File: config.mk
export PLATFORM = sky130hd
export DESIGN_NAME = acbn_access_check
export DESIGN_NICKNAME = d
export VERILOG_FILES = /design/src/hdl/acbn_pkg.sv /design/src/hdl/acbn_access_check.sv
export SDC_FILE = /design/constraint.sdc
export NUM_CORES = 1
export LEC_CHECK = 0
export BUFFER_PORTS_ARGS = -buffer_cell sky130_fd_sc_hd__buf_2
export CAP_MARGIN = 25
export CORE_MARGIN = 1.5
export CORE_UTILIZATION = 50
export CTS_CLUSTER_DIAMETER = 120
export DETAILED_ROUTE_END_ITERATION = 8
export MAX_ROUTING_LAYER = met4
export PLACE_DENSITY_LB_ADDON = 0.12
export SKIP_LAST_GASP = 1
export SLEW_MARGIN = 20
export SYNTH_ARGS = -nofsm -noshare
export SYNTH_HDL_FRONTEND = slang
export SYNTH_SLANG_ARGS = --single-unit
File: constraint.sdc
create_clock -name clk_i -period 7.7 [get_ports clk_i]
set_clock_uncertainty 0.05 [all_clocks]
set_input_delay 1.925 -clock clk_i [delete_from_list [all_inputs] [get_ports clk_i]]
set_output_delay 1.925 -clock clk_i [all_outputs]
set_load 0.1 [all_outputs]
File: src/hdl/acbn_pkg.sv
// Purpose: Shared constants for the access check and bus error NMI block.
// Assumes: 32-bit addresses, 16 address regions of 256 MB each.
// Notes:   Cause codes and interrupt bit positions are fixed by the core architecture.
package acbn_pkg;

    // Number of access windows on each side.
    localparam int          WIN_MAX          = 8;
    // Window bases and masks work in 64-byte granules.
    localparam int          WIN_GRAN_BITS    = 6;
    // Top address bits that select a region.
    localparam int          REGION_LSB       = 28;
    localparam int          REGION_W         = 4;

    // NMI cause for a store bus error.
    localparam logic [31:0] CAUSE_STORE_NMI  = 32'hf000_0000;
    // NMI cause for a non-blocking load bus error.
    localparam logic [31:0] CAUSE_LOAD_NMI   = 32'hf000_0001;
    // NMI cause reported for a request from outside the core.
    localparam logic [31:0] CAUSE_EXT_NMI    = 32'h0000_0000;

    // Local interrupt causes, highest rank first.
    localparam logic [31:0] CAUSE_EXT_IRQ    = 32'h8000_000b;
    localparam logic [31:0] CAUSE_CE_IRQ     = 32'h8000_001e;
    localparam logic [31:0] CAUSE_TIMER_IRQ  = 32'h8000_0007;

    // Bit positions inside the pending and enable words.
    localparam int          BIT_EXT_IRQ      = 11;
    localparam int          BIT_CE_IRQ       = 30;
    localparam int          BIT_TIMER_IRQ    = 7;

    // Access size code for a word, and how many correctable error sources exist.
    localparam logic [1:0]  SIZE_WORD        = 2'h2;
    localparam int          CE_SRC           = 3;

    // Values after reset.
    localparam logic [31:0] RST_ADDR         = 32'h0000_0000;
    localparam logic [31:0] RST_WORD         = 32'h0000_0000;

endpackage : acbn_pkg

File: src/hdl/acbn_access_check.sv
// Purpose: Checks fetch and load/store addresses, captures imprecise bus errors, raises NMI
//          and the correctable-error local interrupt.
// Assumes: One clock, synchronous active-high reset, all inputs synchronous to clk_i.
// Notes:   All results are registered; all but the correctable-error interrupt, two cycles after its event, appear one cycle after the request.
`timescale 1ns/10ps
module acbn_access_check #(
    parameter logic [31:0]   IMEM_BASE = 32'hee00_0000,  // Instruction local memory base.
    parameter logic [31:0]   IMEM_SIZE = 32'h0001_0000,  // Instruction local memory bytes.
    parameter logic [31:0]   DMEM_BASE = 32'hf004_0000,  // Data local memory base.
    parameter logic [31:0]   DMEM_SIZE = 32'h0001_0000,  // Data local memory bytes.
    parameter logic [31:0]   IRQC_BASE = 32'hf00c_0000,  // Interrupt controller register base.
    parameter logic [31:0]   IRQC_SIZE = 32'h0000_8000,  // Interrupt controller register bytes.
    parameter logic [7:0]    IWIN_EN   = 8'h00,          // Instruction window enables.
    parameter logic [255:0]  IWIN_BASE = '0,             // Instruction window bases, 32 bits each.
    parameter logic [255:0]  IWIN_MASK = '0,             // Instruction window masks, 32 bits each.
    parameter logic [7:0]    DWIN_EN   = 8'h00,          // Data window enables.
    parameter logic [255:0]  DWIN_BASE = '0,             // Data window bases, 32 bits each.
    parameter logic [255:0]  DWIN_MASK = '0,             // Data window masks, 32 bits each.
    parameter int            CNT_W     = 32              // Correctable error counter width.
) (
    input  wire logic              clk_i,
    input  wire logic              reset_i,
    input  wire logic              fetch_req_i,       // Fetch request valid.
    input  wire logic [31:0]       fetch_addr_i,      // First byte of the fetch.
    input  wire logic [1:0]        fetch_len_i,       // Bytes minus one.
    input  wire logic              fetch_spec_i,      // Fetch is speculative.
    input  wire logic              ls_req_i,          // Load/store request valid.
    input  wire logic [31:0]       ls_addr_i,         // First byte of the access.
    input  wire logic [1:0]        ls_size_i,         // 0 byte, 1 half, 2 word.
    input  wire logic              ls_spec_i,         // Access is speculative.
    input  wire logic              wb_err_i,          // Write buffer got a bus error.
    input  wire logic [31:0]       wb_err_addr_i,     // Address of that store.
    input  wire logic              rb_err_i,          // Non-blocking load got a bus error.
    input  wire logic [31:0]       rb_err_addr_i,     // Address of that load.
    input  wire logic              unlock_wr_i,       // Write to the unlock register.
    input  wire logic              ext_nmi_i,         // NMI request from outside the core.
    input  wire logic [2:0]        ce_event_i,        // Correctable errors: cache, instr mem, data mem.
    input  wire logic [2:0]        ce_clr_i,          // Firmware reset of each counter.
    input  wire logic [CNT_W-1:0]  ce_thr_ic_i,       // Threshold of cache counter.
    input  wire logic [CNT_W-1:0]  ce_thr_im_i,       // Threshold of instruction memory counter.
    input  wire logic [CNT_W-1:0]  ce_thr_dm_i,       // Threshold of data memory counter.
    input  wire logic [31:0]       mie_i,             // Interrupt enable word.
    input  wire logic              ext_irq_i,         // External interrupt pending.
    input  wire logic              timer_irq_i,       // Timer interrupt pending.
    output logic                   fetch_fwd_o,       // Fetch goes to the fetch bus.
    output logic                   fetch_local_o,     // Fetch served by local memory.
    output logic                   fetch_fault_o,     // Precise instruction access fault.
    output logic                   ls_fwd_o,          // Access goes to the load/store bus.
    output logic                   ls_local_o,        // Access served locally.
    output logic                   ls_fault_o,        // Precise misaligned or access fault.
    output logic                   nmi_o,             // One-cycle NMI pulse.
    output logic [31:0]            nmi_cause_o,       // Cause of the last NMI.
    output logic [31:0]            err_addr_o,        // First error address capture.
    output logic                   err_lock_o,        // Capture is locked.
    output logic [31:0]            mip_o,             // Interrupt pending word.
    output logic                   irq_o,             // Enabled local interrupt pending.
    output logic [31:0]            irq_cause_o        // Cause of highest ranked interrupt.
);

    // Region number of an address.
    function automatic logic [3:0] region(input logic [31:0] a);
        region = a[acbn_pkg::REGION_LSB +: acbn_pkg::REGION_W];
    endfunction : region

    // True when the address lies in [base, base+size).
    function automatic logic in_range(input logic [31:0] a, input logic [31:0] base, input logic [31:0] size);
        in_range = (a >= base) && ((a - base) < size);
    endfunction : in_range

    // True when the address hits any enabled window; the base is 64-byte aligned.
    function automatic logic win_hit(input logic [31:0] a, input logic [7:0] en,
                                     input logic [255:0] bases, input logic [255:0] masks);
        logic [31:0] b;
        logic [31:0] m;
        win_hit = 1'b0;
        for (int i = 0; i < acbn_pkg::WIN_MAX; i++)
        begin
            b = bases[i*32 +: 32];
            m = masks[i*32 +: 32] | 32'h0000_003f;
            b[acbn_pkg::WIN_GRAN_BITS-1:0] = '0;
            if (en[i] && ((a & ~m) == b))
            begin
                win_hit = 1'b1;
            end
        end
    endfunction : win_hit

    // Whether any window is enabled on each side.
    logic        iwin_on;   // Instruction protection active.
    logic        dwin_on;   // Data protection active.
    assign iwin_on = |IWIN_EN;
    assign dwin_on = |DWIN_EN;

    // Last byte of each access.
    logic [31:0] f_end;     // Last fetched byte.
    logic [31:0] d_end;     // Last accessed data byte.
    logic [31:0] d_len;     // Data bytes minus one.
    assign f_end = fetch_addr_i + {30'h0, fetch_len_i};
    assign d_len = (32'h1 << ls_size_i) - 32'h1;
    assign d_end = ls_addr_i + d_len;

    // Fetch classification terms.
    logic        f_lregion; // Either end sits in the instruction memory region.
    logic        f_inmem;   // Whole fetch inside instruction memory.
    logic        f_hit;     // Whole fetch inside enabled windows.
    assign f_lregion = (region(fetch_addr_i) == region(IMEM_BASE)) || (region(f_end) == region(IMEM_BASE));
    assign f_inmem   = in_range(fetch_addr_i, IMEM_BASE, IMEM_SIZE) && in_range(f_end, IMEM_BASE, IMEM_SIZE);
    assign f_hit     = win_hit(fetch_addr_i, IWIN_EN, IWIN_BASE, IWIN_MASK)
                       && win_hit(f_end, IWIN_EN, IWIN_BASE, IWIN_MASK);

    // Data classification terms.
    logic        d_lregion; // Either end in the data memory or register block region.
    logic        d_indccm;  // Whole access inside data memory.
    logic        d_inpic;   // Whole access inside the register block.
    logic        d_picok;   // Register block access is an aligned word.
    logic        d_hit;     // Whole access inside enabled windows.
    assign d_lregion = (region(ls_addr_i) == region(DMEM_BASE)) || (region(d_end) == region(DMEM_BASE))
                       || (region(ls_addr_i) == region(IRQC_BASE)) || (region(d_end) == region(IRQC_BASE));
    assign d_indccm  = in_range(ls_addr_i, DMEM_BASE, DMEM_SIZE) && in_range(d_end, DMEM_BASE, DMEM_SIZE);
    assign d_inpic   = in_range(ls_addr_i, IRQC_BASE, IRQC_SIZE) && in_range(d_end, IRQC_BASE, IRQC_SIZE);
    assign d_picok   = (ls_size_i == acbn_pkg::SIZE_WORD) && (ls_addr_i[1:0] == 2'h0);
    assign d_hit     = win_hit(ls_addr_i, DWIN_EN, DWIN_BASE, DWIN_MASK)
                       && win_hit(d_end, DWIN_EN, DWIN_BASE, DWIN_MASK);

    // Fetch decision, registered one cycle after the request.
    always_ff @(posedge clk_i)
    begin
        if (reset_i || !fetch_req_i)
        begin
            fetch_fwd_o   <= 1'b0;
            fetch_local_o <= 1'b0;
            fetch_fault_o <= 1'b0;
        end
        else if (f_lregion)
        begin
            // Inside the local region the whole fetch must be in memory.
            fetch_fwd_o   <= 1'b0;
            fetch_local_o <= f_inmem;
            fetch_fault_o <= !f_inmem;
        end
        else
        begin
            // Elsewhere the windows decide; speculative misses are dropped silently.
            fetch_fwd_o   <= !iwin_on || f_hit;
            fetch_local_o <= 1'b0;
            fetch_fault_o <= iwin_on && !f_hit && !fetch_spec_i;
        end
    end

    // Load/store decision, registered one cycle after the request.
    always_ff @(posedge clk_i)
    begin
        if (reset_i || !ls_req_i)
        begin
            ls_fwd_o   <= 1'b0;
            ls_local_o <= 1'b0;
            ls_fault_o <= 1'b0;
        end
        else if (d_lregion)
        begin
            // Local region: stay inside one sub-region; registers take aligned words only.
            ls_fwd_o   <= 1'b0;
            ls_local_o <= d_indccm || (d_inpic && d_picok);
            ls_fault_o <= !(d_indccm || (d_inpic && d_picok));
        end
        else
        begin
            ls_fwd_o   <= !dwin_on || d_hit;
            ls_local_o <= 1'b0;
            ls_fault_o <= dwin_on && !d_hit && !ls_spec_i;
        end
    end

    // A bus error is taken only while the capture is open; an unlock in the same cycle opens it.
    logic        cap_open;  // Capture may take a new error this cycle.
    logic        bus_err;   // A bus error is taken this cycle.
    assign cap_open = !err_lock_o || unlock_wr_i;
    assign bus_err  = cap_open && (rb_err_i || wb_err_i);

    // First error capture and its lock.
    always_ff @(posedge clk_i)
    begin
        if (reset_i)
        begin
            err_lock_o <= 1'b0;
            err_addr_o <= acbn_pkg::RST_ADDR;
        end
        else if (bus_err)
        begin
            // A new error wins over an unlock in the same cycle.
            err_lock_o <= 1'b1;
            err_addr_o <= rb_err_i ? rb_err_addr_i : wb_err_addr_i;
        end
        else if (unlock_wr_i)
        begin
            err_lock_o <= 1'b0;
        end
    end

    // NMI pulse and cause; bus error causes take precedence over an external request.
    always_ff @(posedge clk_i)
    begin
        if (reset_i)
        begin
            nmi_o       <= 1'b0;
            nmi_cause_o <= acbn_pkg::RST_WORD;
        end
        else
        begin
            nmi_o <= bus_err || ext_nmi_i;
            if (bus_err && rb_err_i)
            begin
                nmi_cause_o <= acbn_pkg::CAUSE_LOAD_NMI;
            end
            else if (bus_err)
            begin
                nmi_cause_o <= acbn_pkg::CAUSE_STORE_NMI;
            end
            else if (ext_nmi_i)
            begin
                nmi_cause_o <= acbn_pkg::CAUSE_EXT_NMI;
            end
        end
    end

    // Correctable error counters; an event in the clearing cycle counts as one.
    logic [CNT_W-1:0] ce_cnt [acbn_pkg::CE_SRC];   // Error counts.
    logic [CNT_W-1:0] ce_thr [acbn_pkg::CE_SRC];   // Thresholds per counter.
    logic [2:0]       ce_reach;                    // Counter has reached its threshold.
    assign ce_thr[0] = ce_thr_ic_i;
    assign ce_thr[1] = ce_thr_im_i;
    assign ce_thr[2] = ce_thr_dm_i;

    always_ff @(posedge clk_i)
    begin
        for (int k = 0; k < acbn_pkg::CE_SRC; k++)
        begin
            if (reset_i)
            begin
                ce_cnt[k] <= '0;
            end
            else if (ce_clr_i[k])
            begin
                ce_cnt[k] <= {{(CNT_W-1){1'b0}}, ce_event_i[k]};
            end
            else if (ce_event_i[k] && (ce_cnt[k] != {CNT_W{1'b1}}))
            begin
                ce_cnt[k] <= ce_cnt[k] + {{(CNT_W-1){1'b0}}, 1'b1};
            end
        end
    end

    always_comb
    begin
        for (int k = 0; k < acbn_pkg::CE_SRC; k++)
        begin
            ce_reach[k] = ce_cnt[k] >= ce_thr[k];
        end
    end

    // Pending word and ranked local interrupt: external, then correctable error, then timer.
    logic [31:0] next_mip;      // Pending word for the next cycle.
    logic [31:0] act;           // Pending and enabled.
    always_comb
    begin
        next_mip = '0;
        next_mip[acbn_pkg::BIT_EXT_IRQ]   = ext_irq_i;
        next_mip[acbn_pkg::BIT_CE_IRQ]    = |ce_reach;
        next_mip[acbn_pkg::BIT_TIMER_IRQ] = timer_irq_i;
        act = next_mip & mie_i;
    end

    always_ff @(posedge clk_i)
    begin
        if (reset_i)
        begin
            mip_o       <= acbn_pkg::RST_WORD;
            irq_o       <= 1'b0;
            irq_cause_o <= acbn_pkg::RST_WORD;
        end
        else
        begin
            mip_o <= next_mip;
            irq_o <= |act;
            if (act[acbn_pkg::BIT_EXT_IRQ])
            begin
                irq_cause_o <= acbn_pkg::CAUSE_EXT_IRQ;
            end
            else if (act[acbn_pkg::BIT_CE_IRQ])
            begin
                irq_cause_o <= acbn_pkg::CAUSE_CE_IRQ;
            end
            else if (act[acbn_pkg::BIT_TIMER_IRQ])
            begin
                irq_cause_o <= acbn_pkg::CAUSE_TIMER_IRQ;
            end
        end
    end

    // Checks on the behaviour above.
    a_load_first_wins: assert property (@(posedge clk_i) disable iff (reset_i)
        (!err_lock_o && rb_err_i) |=> (nmi_o && err_lock_o && nmi_cause_o == acbn_pkg::CAUSE_LOAD_NMI
                                       && err_addr_o == $past(rb_err_addr_i)))
        else $error("First load bus error not captured with its cause.");

    a_store_cause_code: assert property (@(posedge clk_i) disable iff (reset_i)
        (!err_lock_o && wb_err_i && !rb_err_i) |=> (nmi_cause_o == acbn_pkg::CAUSE_STORE_NMI
                                                    && err_addr_o == $past(wb_err_addr_i)))
        else $error("First store bus error not captured with its cause.");

    a_locked_gates_nmi: assert property (@(posedge clk_i) disable iff (reset_i)
        (err_lock_o && !unlock_wr_i && !ext_nmi_i) |=> !nmi_o)
        else $error("Bus error raised an NMI while the capture was locked.");

    a_lock_holds_addr: assert property (@(posedge clk_i) disable iff (reset_i)
        (err_lock_o && !unlock_wr_i) |=> (err_lock_o && $stable(err_addr_o)))
        else $error("Locked capture changed without an unlock.");

    a_ext_nmi_honored: assert property (@(posedge clk_i) disable iff (reset_i)
        ext_nmi_i |=> nmi_o)
        else $error("External NMI request was dropped.");

    a_fetch_local_fault: assert property (@(posedge clk_i) disable iff (reset_i)
        (fetch_req_i && f_lregion && !f_inmem) |=> (fetch_fault_o && !fetch_fwd_o))
        else $error("Fetch outside local memory in its region did not fault.");

    a_fetch_win_miss: assert property (@(posedge clk_i) disable iff (reset_i)
        (fetch_req_i && !f_lregion) |=> (fetch_fwd_o == (!iwin_on || $past(f_hit))))
        else $error("Fetch forward decision disagrees with the windows.");

    a_data_win_miss: assert property (@(posedge clk_i) disable iff (reset_i)
        (ls_req_i && !d_lregion && !ls_spec_i) |=> (ls_fault_o == (dwin_on && !$past(d_hit))))
        else $error("Load/store fault decision disagrees with the windows.");

    a_regs_word_only: assert property (@(posedge clk_i) disable iff (reset_i)
        (ls_req_i && d_inpic && !d_indccm && !d_picok) |=> ls_fault_o)
        else $error("Unaligned or sub-word register block access did not fault.");

    a_ce_pending_bit: assert property (@(posedge clk_i) disable iff (reset_i)
        (|ce_reach) |=> mip_o[acbn_pkg::BIT_CE_IRQ])
        else $error("Counter at threshold did not set the pending bit.");

endmodule : acbn_access_check

==> results of run 1 <==
## cells by family (layout without fill, tap and decap cells)
family | Yosys count | count (layout) | share of synthesized area, %
other | 1 | 87 | 0.0283
AND/OR/NAND/NOR | 532 | 532 | 20.2
adder cells (fa/ha/maj) | 165 | 165 | 15.7
flip-flops | 147 | 147 | 29.4
AO/OA/AOI/OAI | 257 | 257 | 13.7
buffers and inverters | 289 | 505 | 10.9
multiplexers | 38 | 38 | 2.88
XOR/XNOR | 109 | 109 | 7.20
## report_power, final
group	total, mW	switching, mW	leakage (nW)	internal [mW]
registers	0.938	0.0472	1.52	0.890
clock network	0.855	0.392	0.284	0.462
logic	0.877	0.641	5.72	0.235
total	2.67	1.08	7.52	1.59
## metal layers
metal  routed length (um)  GRT usage [%]  up-vias
li1                     -              -     5811
met1                14800           29.3     5366
met2                17500           45.3      296
met3                 1650           4.00       36
met4                  605           7.13        0
met5                    0              -        -
## cell type report
type,count,area [um2],share of cell area [%]
Antenna cell,5,12.5,0.0816
Clock buffer,17,425,2.77
Clock inverter,15,170,1.11
Inverter,164,616,4.01
Multi-Input combinational cell,1183,8230,53.6
Sequential cell,147,3900,25.4
Tap cell,335,419,2.73
Timing Repair Buffer,309,1570,10.2
## through the flow
stage | std cells | worst slack, ns
3_3_place_gp | 2137 | 2.01
3_5_place_dp | 2137 | 1.95
5_1_grt | 2175 | 2.11
2_1_floorplan | 1619 | 2.67
6_report | 2175 | 2.36
4_1_cts | 2169 | 2.40
## Yosys cell counts (all sizes together), types with 4 or more instances
cell / number / area (um2)
a211oi: 44 / 335
a21o: 29 / 218
a21oi: 69 / 353
a221oi: 4 / 35.0
a31oi: 10 / 68.8
a41oi: 5 / 51.3
and2: 8 / 50.1
and3: 32 / 200
and4: 9 / 78.8
and4bb: 4 / 50.1
buf: 97 / 702
clkbuf: 27 / 111
dfxtp: 51 / 1020
edfxtp: 96 / 2880
ha: 163 / 2040
inv: 164 / 616
mux2i: 37 / 370
nand2: 82 / 308
nand2b: 22 / 145
nand3: 63 / 320
nand3b: 4 / 30.0
nand4: 35 / 219
nor2: 193 / 727
nor2b: 21 / 131
nor3: 18 / 90.1
nor3b: 10 / 80.1
nor4: 10 / 75.1
nor4b: 4 / 41.3
o2111ai: 8 / 76.3
o211ai: 9 / 67.6
o21ai: 32 / 164
o22ai: 6 / 37.5
o311ai: 4 / 42.6
o31ai: 8 / 60.1
xnor2: 40 / 350
xor2: 69 / 604
## worst max-delay path: cells and delay by family
kind	cells	cell delay, ns
AO/OA/AOI/OAI	6	1.60
AND/OR/NAND/NOR	4	0.90
XOR/XNOR	1	0.16
buffers and inverters	2	0.16
adder cells (fa/ha/maj)	3	0.87
## path summary, 6_finish.rpt
path | startpoint | to | slack (ns) | cells past startpoint
worst min-delay path | irq_cause_o[3] | irq_cause_o[3] | 0.40 | 2
worst min register to register | irq_cause_o[3] | irq_cause_o[3] | 0.40 | 2
worst max-delay path | ls_size_i[1] | ls_fault_o | 2.36 | 16
worst max register to register | ce_cnt[0][2] | ce_cnt[0][30] | 4.00 | 10
## flip-flops by register name, indices dropped and copies added (netlist names)
signal / cells
ce_cnt: 96
mip_o: 3
err_addr_o: 32
ls_fault_o: 1
ls_local_o: 1
nmi_o: 1
irq_cause_o: 5
irq_o: 1
fetch_local_o: 1
nmi_cause_o: 2
ls_fwd_o: 1
err_lock_o: 1
fetch_fwd_o: 1
fetch_fault_o: 1
==> impl_metrics.env, run 1 <==
export IMPL_power_mw=2.67
export IMPL_synthArstFlopShare_pct=0
export IMPL_antenna_found_initial=5
export IMPL_fp_dieW_um=166
export IMPL_power_density_nw_per_um2=174
export IMPL_avgSynthCellArea_um2=8.62
export IMPL_setup_worst_path_class="input pin to flop"
export IMPL_vias=11500
export IMPL_area_growth_pct=15.7
export IMPL_coreArea_um2=26100
export IMPL_numPortBuffers=301
export IMPL_htreeDepth=4
export IMPL_worstPathCellList="buf_2, nand2b_1, ha_1, inv_1, ha_1, fa_1, a211oi_2, o41ai_4, o2111ai_1, nand3_1, a221oi_1, xnor2_1, o311ai_0, nor4_2, o311ai_1, and4bb_1"
export IMPL_crit_slowest_cell="fa_1"
export IMPL_clk_latency_ns=0.43
export IMPL_start_kind="input pin"
export IMPL_irDropWorstVdd_mv=0.155
export IMPL_cts_sinks=147
export IMPL_status="complete, no violations"
export IMPL_synth_cells=1538
export IMPL_cp_common_cell="ha_1"
export IMPL_viasPerCell=5.29
export IMPL_drt_iter0_markers=530
export IMPL_grt_start_max_net_pins=69
export IMPL_final_setup_tns_ns=0
export IMPL_grt_pass1_wl_um=55400
export IMPL_dp_hpwl_um=27900
export IMPL_drc=0
export IMPL_drive_above_1_share_pct=20.3
export IMPL_crit_path_max_incr_delay_ns=0.38
export IMPL_track_usage_pct=25.4
export IMPL_whs_ns=0.404
export IMPL_clockBufferDepth=2
export IMPL_worstPathMaxFanout=4
export IMPL_mostFrequentLayoutCells="buf_2 (301), nor2_1 (192), inv_1 (163), ha_1 (163), edfxtp_1 (96)"
export IMPL_final_nets=2265
export IMPL_rows=59
export IMPL_clk_pin_slew_ns=0.07
export IMPL_yosysWarnings=0
export IMPL_io_pins=415
export IMPL_cp_end_kind="flop"
export IMPL_ant_nets=0
export IMPL_cts_hold_buf=0
export IMPL_final_common_cell="buf_2"
export IMPL_tightest_slew_ns=0.933
export IMPL_place_gp_congestion=0.885
export IMPL_seq_area_frac_synth_pct=29.4
export IMPL_cts_tree="built"
export IMPL_min_period_over_period_pct=69.4
export IMPL_die_area_um2=27500
export IMPL_required_ns=7.97
export IMPL_fill_cells=2356
export IMPL_synthesis_area_um2=13300
export IMPL_drv_slew=0
export IMPL_yosysUniqueCellTypes=92
export IMPL_synthFlopType="edfxtp_1"
export IMPL_fin_area_um2=15300
export IMPL_drt_wirelength_per_cell_um=15.9
export IMPL_ys_seq_elements=147
export IMPL_timing_slew_headroom_pct=37.8
export IMPL_cts_buffers_inserted=17
export IMPL_place_area_um2=14700
export IMPL_grt_pass1_vias=11200
export IMPL_synth_edf_count=96
export IMPL_p_leak_nw=7.52
export IMPL_hold_viol=0
export IMPL_drv_cap=0
export IMPL_cts_setup_buffers=0
export IMPL_hold_path_class="flop to flop"
export IMPL_final_util_pct=58.9
export IMPL_overflow=0
export IMPL_crit_arrival_ns=5.61
export IMPL_initial_utilization_pct=50.9
export IMPL_cts_resized=0
export IMPL_rsz0062_at_grt="false"
export IMPL_period_minus_slack_ns=5.34
export IMPL_drt_wl_total_um=34700
export IMPL_fmax_mhz=187
export IMPL_die_h_um=166
export IMPL_root_buffer="clkbuf_16"
export IMPL_dr_pass1_iters=7
export IMPL_setup_viol=0
No activity file was read; power rests on OpenSTA's default activity.
==> inputs of run 2 (changes only) <==
Clock period 7.7 ns to 5.4 ns, I/O delays scaled along.
==> run 2 against run 1 <==
Effect of this change:
- global-route usage fell by 0.16 points
- power is 39% higher
- sequential share of layout area is 0.052 points higher
- register-to-register slack lost 2.7 ns
- cell count increased by 0.23%
- sequential cell count unchanged
- first-iteration DRC count increased by 11%
- count of clock-buffer cells in the layout is the same
- sequential power increased by 43%
- hold slack improved by 0.0086 ns
- routed wire length fell by 1.8%
- critical path type unchanged
- highest routed layer unchanged
==> impl_metrics.env, run 2 (same netlist as run 1, synthesis figures left out) <==
export IMPL_ant_nets=0
export IMPL_whs_ns=0.412
export IMPL_mostFrequentLayoutCells="buf_2 (301), nor2_1 (192), inv_1 (163), ha_1 (163), edfxtp_1 (96)"
export IMPL_final_common_cell="buf_2"
export IMPL_p_leak_nw=7.50
export IMPL_io_pins=415
export IMPL_drt_wl_total_um=34000
export IMPL_fp_dieW_um=166
export IMPL_final_setup_tns_ns=0
export IMPL_rsz0062_at_grt="false"
export IMPL_area_growth_pct=15.5
export IMPL_cts_tree="built"
export IMPL_setup_viol=0
export IMPL_vias=11500
export IMPL_r2r_start="ce_cnt[0][2]"
export IMPL_irDropWorstVdd_mv=0.203
export IMPL_clockBufferDepth=2
export IMPL_fmax_mhz=214
export IMPL_grt_start_max_net_pins=58
export IMPL_reg_top3="ce_cnt: 96 flops, err_addr_o: 32 flops, irq_cause_o: 5 flops"
export IMPL_cts_hold_buf=0
export IMPL_hold_path_class="flop to flop"
export IMPL_grt_pass1_wl_um=54800
export IMPL_cts_resized=0
export IMPL_dp_hpwl_um=27500
export IMPL_worstPathMaxFanout=4
export IMPL_grt_pass1_vias=11200
export IMPL_drive_above_1_share_pct=20.4
export IMPL_status="complete, no violations"
export IMPL_regMostFlops="ce_cnt"
export IMPL_crit_arrival_ns=5.00
export IMPL_htreeDepth=4
export IMPL_drv_slew=0
export IMPL_tightest_slew_ns=0.916
export IMPL_power_mw=3.72
export IMPL_required_ns=5.72
export IMPL_initial_utilization_pct=50.9
export IMPL_setup_worst_path_class="input pin to flop"
export IMPL_start_kind="input pin"
export IMPL_die_h_um=166
export IMPL_timing_slew_headroom_pct=38.9
export IMPL_largest_reg_flops=96
export IMPL_cts_setup_buffers=0
export IMPL_viasPerCell=5.29
export IMPL_hold_viol=0
export IMPL_clk_latency_ns=0.43
export IMPL_die_area_um2=27500
export IMPL_drt_wirelength_per_cell_um=15.6
export IMPL_cts_sinks=147
export IMPL_root_buffer="clkbuf_16"
export IMPL_cts_buffers_inserted=17
export IMPL_rows=59
export IMPL_cp_end_kind="flop"
export IMPL_place_gp_congestion=0.899
export IMPL_numPortBuffers=301
export IMPL_period_minus_slack_ns=4.68
export IMPL_overflow=0
export IMPL_antenna_found_initial=9
export IMPL_dr_pass1_iters=5
export IMPL_drt_iter0_markers=589
export IMPL_hp_start="irq_cause_o[3]"
export IMPL_power_density_nw_per_um2=243
export IMPL_coreArea_um2=26100
export IMPL_final_nets=2266
export IMPL_min_period_over_period_pct=86.7
export IMPL_drc=0
export IMPL_clk_pin_slew_ns=0.07
export IMPL_drv_cap=0
export IMPL_track_usage_pct=25.2
export IMPL_startpoint="ls_size_i[1]"
-- run 2: per-layer routing --
layer	up-vias	GRT usage, %	wire length, um	share of wire, %
met5	-	-	0	0
met4	0	9.56	996	2.9
met3	52	5.17	1900	5.6
met2	323	43.5	16700	49
met1	5313	28.6	14400	42
li1	5835	-	-	-
-- run 2: layout make-up --
type	instances	area [um2]
repair buffers	310	1570
fillers	2423	10700
diodes	9	22.5
well taps	335	419
clock buffers	17	425
clock inverters	15	123
multi-input cells	1183	8230
inverters	164	616
flip-flops and latches	147	3900
-- run 2: worst paths after layout --
| check | cells past startpoint | to | slack [ns] |
|---|---|---|---|
| worst min register to register | 2 | irq_cause_o[3] | 0.41 |
| worst max-delay path | 16 | ls_fault_o | 0.72 |
| worst max register to register | 10 | ce_cnt[0][31] | 1.33 |
| worst min-delay path | 2 | irq_cause_o[3] | 0.41 |
-- run 2: per-stage QoR --
stage,setup WS (ns),utilization [%],instances,instance area (um2)
CTS,0.791,58.7,2171,15300
detailed placement,0.352,56.6,2139,14700
global placement,0.371,56.6,2139,14700
global route,0.452,58.8,2180,15300
floorplan,0.941,-,1619,13600
finish,0.718,58.8,2180,15300
-- run 2: worst max-delay path, cell delays in order --
cell       delay [ns]
buf_2            0.12
nand2b_1         0.14
ha_1             0.27
inv_1            0.04
ha_1             0.22
fa_1             0.38
a211oi_2         0.32
o41ai_4          0.14
o2111ai_1        0.35
a21oi_1          0.14
a2111oi_2        0.31
nand4b_1         0.16
nand2b_4         0.18
nor3b_1          0.15
o311ai_1         0.48
and4bb_1         0.25
-- run 2: power breakdown --
| group | total [mW] | leakage [nW] | internal [mW] | switching (mW) |
|---|---|---|---|---|
| Clock | 1.13 | 0.259 | 0.600 | 0.533 |
| Sequential | 1.34 | 1.52 | 1.27 | 0.0676 |
| Combinational | 1.24 | 5.72 | 0.335 | 0.909 |
| Total | 3.72 | 7.50 | 2.21 | 1.51 |
==> inputs of run 3 (changes only) <==
Settings changed: GPL_TIMING_DRIVEN set to 0.
==> run 3 against run 2 <==
Effect of this change:
- final area rose by 4.8%
- non-clock buffer count rose by 114
- sequential power barely moved
- setup slack got worse by 0.056 ns
- routed wire length rose by 7.3%
- critical path depth fell by 1
- fmax fell by 1.2%
- critical path type unchanged
- largest cell class unchanged
==> impl_metrics.env, run 3 (same netlist as run 1, synthesis figures left out) <==
export IMPL_status="complete, no violations"
export IMPL_final_nets=2380
export IMPL_grt_pass1_vias=11600
export IMPL_root_buffer="clkbuf_16"
export IMPL_antenna_found_initial=7
export IMPL_cts_setup_buffers=0
export IMPL_reg_top3="ce_cnt: 96 flops, err_addr_o: 32 flops, irq_cause_o: 5 flops"
export IMPL_routed_wl_met2_um=18500
export IMPL_rr_worst_depth=12
export IMPL_cts_sinks=147
export IMPL_initial_utilization_pct=50.9
export IMPL_dp_hpwl_um=29800
export IMPL_drv_slew=0
export IMPL_mostFrequentLayoutCells="buf_2 (305), nor2_1 (192), inv_1 (163), ha_1 (163), edfxtp_1 (96)"
export IMPL_regMostFlops="ce_cnt"
export IMPL_drc=0
export IMPL_cts_hold_buf=0
export IMPL_drive_above_1_share_pct=23.6
export IMPL_swShare_pct=40.8
export IMPL_timing_rr_end="ce_cnt[2][28]"
export IMPL_r2r_start="ce_cnt[2][0]"
export IMPL_power_mw=3.80
export IMPL_wl_met3_um=1850
export IMPL_rsz0062_at_grt="false"
export IMPL_grt_start_max_net_pins=33
export IMPL_holdPathStages=2
export IMPL_track_usage_pct=26.8
export IMPL_hold_viol=0
export IMPL_switching_power_mw=1.55
export IMPL_required_ns=5.67
export IMPL_setup_worst_path_class="input pin to flop"
export IMPL_crit_path_max_incr_delay_ns=0.46
export IMPL_grt_pass1_wl_um=58100
export IMPL_coreArea_um2=26100
export IMPL_clk_pin_slew_ns=0.07
export IMPL_period_minus_slack_ns=4.74
export IMPL_regToRegSetupSlack_ns=1.71
export IMPL_numPortBuffers=299
export IMPL_place_gp_congestion=0.932
export IMPL_fmax_mhz=211
export IMPL_hp_start="irq_cause_o[3]"
export IMPL_route_top_layer_used="met4"
export IMPL_worstPathMaxFanout=4
export IMPL_power_density_nw_per_um2=237
export IMPL_p_seq_share_pct=35.3
export IMPL_p_leak_nw=7.97
export IMPL_final_common_cell="buf_2"
export IMPL_drt_wl_total_um=36500
export IMPL_fp_dieW_um=166
export IMPL_crit_arrival_ns=5.01
export IMPL_drt_wirelength_per_cell_um=15.9
export IMPL_io_pins=415
export IMPL_min_period_over_period_pct=87.7
export IMPL_cp_end_kind="flop"
export IMPL_pwr_share_clk_pct=30.2
export IMPL_setup_viol=0
export IMPL_rows=59
export IMPL_drt_iter0_markers=611
export IMPL_drv_cap=0
export IMPL_tightest_slew_ns=0.968
export IMPL_cts_buffers_inserted=17
export IMPL_dr_pass1_iters=5
export IMPL_cp_common_cell="ha_1"
export IMPL_clk_latency_ns=0.43
export IMPL_min_to="irq_cause_o[3]"
export IMPL_start_kind="input pin"
export IMPL_pwr_share_comb_pct=34.6
export IMPL_die_h_um=166
export IMPL_cts_resized=0
export IMPL_crit_slowest_cell="a41oi_1"
export IMPL_vias=12000
export IMPL_viasPerCell=5.22
export IMPL_overflow=0
export IMPL_largest_reg_flops=96
export IMPL_final_setup_tns_ns=0
export IMPL_area_growth_pct=21.0
export IMPL_ant_nets=0
export IMPL_irDropWorstVdd_mv=0.182
export IMPL_timing_slew_headroom_pct=35.5
export IMPL_htreeDepth=4
export IMPL_hold_path_class="flop to flop"
export IMPL_cts_tree="built"
export IMPL_wl_met1_um=15100
export IMPL_clockBufferDepth=2
export IMPL_die_area_um2=27500
export IMPL_p_int_mw=2.25
export IMPL_worstPathCellList="buf_2, nand2b_1, ha_1, inv_1, ha_1, and3_1, o2111ai_2, nand3_1, a41oi_1, nand2_1, a31oi_1, mux2_2, nor4_2, o311ai_1, and4bb_1"
==> run 3: cell count changes in the layout (fill, tap and decap cells not counted), moves of 2 or more <==
cell      change
buf_4        +79
buf_1         +3
diode_2       -2
clkbuf_1     +26
nand2_2       +3
buf_2         +4
nand2_1       -3
==> run 3: worst max-delay path by stage <==
stage,start,to,depth (start not counted)
floorplan,ls_size_i[1],ls_fault_o,15
detailed placement,ls_size_i[1],ls_fault_o,16
CTS,ls_size_i[1],ls_fault_o,16
global placement,ls_size_i[1],ls_fault_o,16
finish,ls_size_i[0],ls_fault_o,15
global route,ls_size_i[1],ls_local_o,16
==> run 3: layer usage <==
layer	vias to the layer above	track usage (%)
met2	356	47.6
met5	-	-
li1	6049	-
met3	50	4.41
met4	0	9.36
met1	5511	30.4
==> run 3: area by class of cell <==
type	count	area [um2]
fillers	2349	10000
multi-input cells	1183	8230
flip-flops and latches	147	3900
repair buffers	299	1500
plain buffers	125	825
inverters	164	616
clock buffers	17	425
well taps	335	419
clock inverters	15	119
diodes	7	17.5
==> run 3: power groups by stage <==
stage,registers (mW),clock network (mW),logic (mW)
2_1_floorplan,1.57,0,0.791
3_3_place_gp,1.36,0,1.29
3_5_place_dp,1.36,0,1.30
4_1_cts,1.34,1.16,1.31
5_1_grt,1.35,1.20,1.41
6_report,1.34,1.15,1.31
==> run 3: worst max-delay path, delay by kind of cell <==
kind | cells | cell delay, ns
AND/OR/NAND/NOR | 6 | 1.31
AO/OA/AOI/OAI | 4 | 1.21
adder cells (fa/ha/maj) | 2 | 0.57
multiplexers | 1 | 0.39
buffers and inverters | 2 | 0.17
==> run 3: metrics by stage <==
step                      instance area, um2  hold WS [ns]  std cells  util [%]  worst slack [ns]
final                                  16000         0.409       2292      61.6             0.662
after global routing                   16000         0.444       2292      61.6             0.497
after CTS                              16000         0.410       2285      61.5             0.723
after detailed placement               15500         0.400       2253      59.4             0.294
after global placement                 15500         0.390       2253      59.4             0.326
after floorplan                        13600         0.547       1619         -             0.941
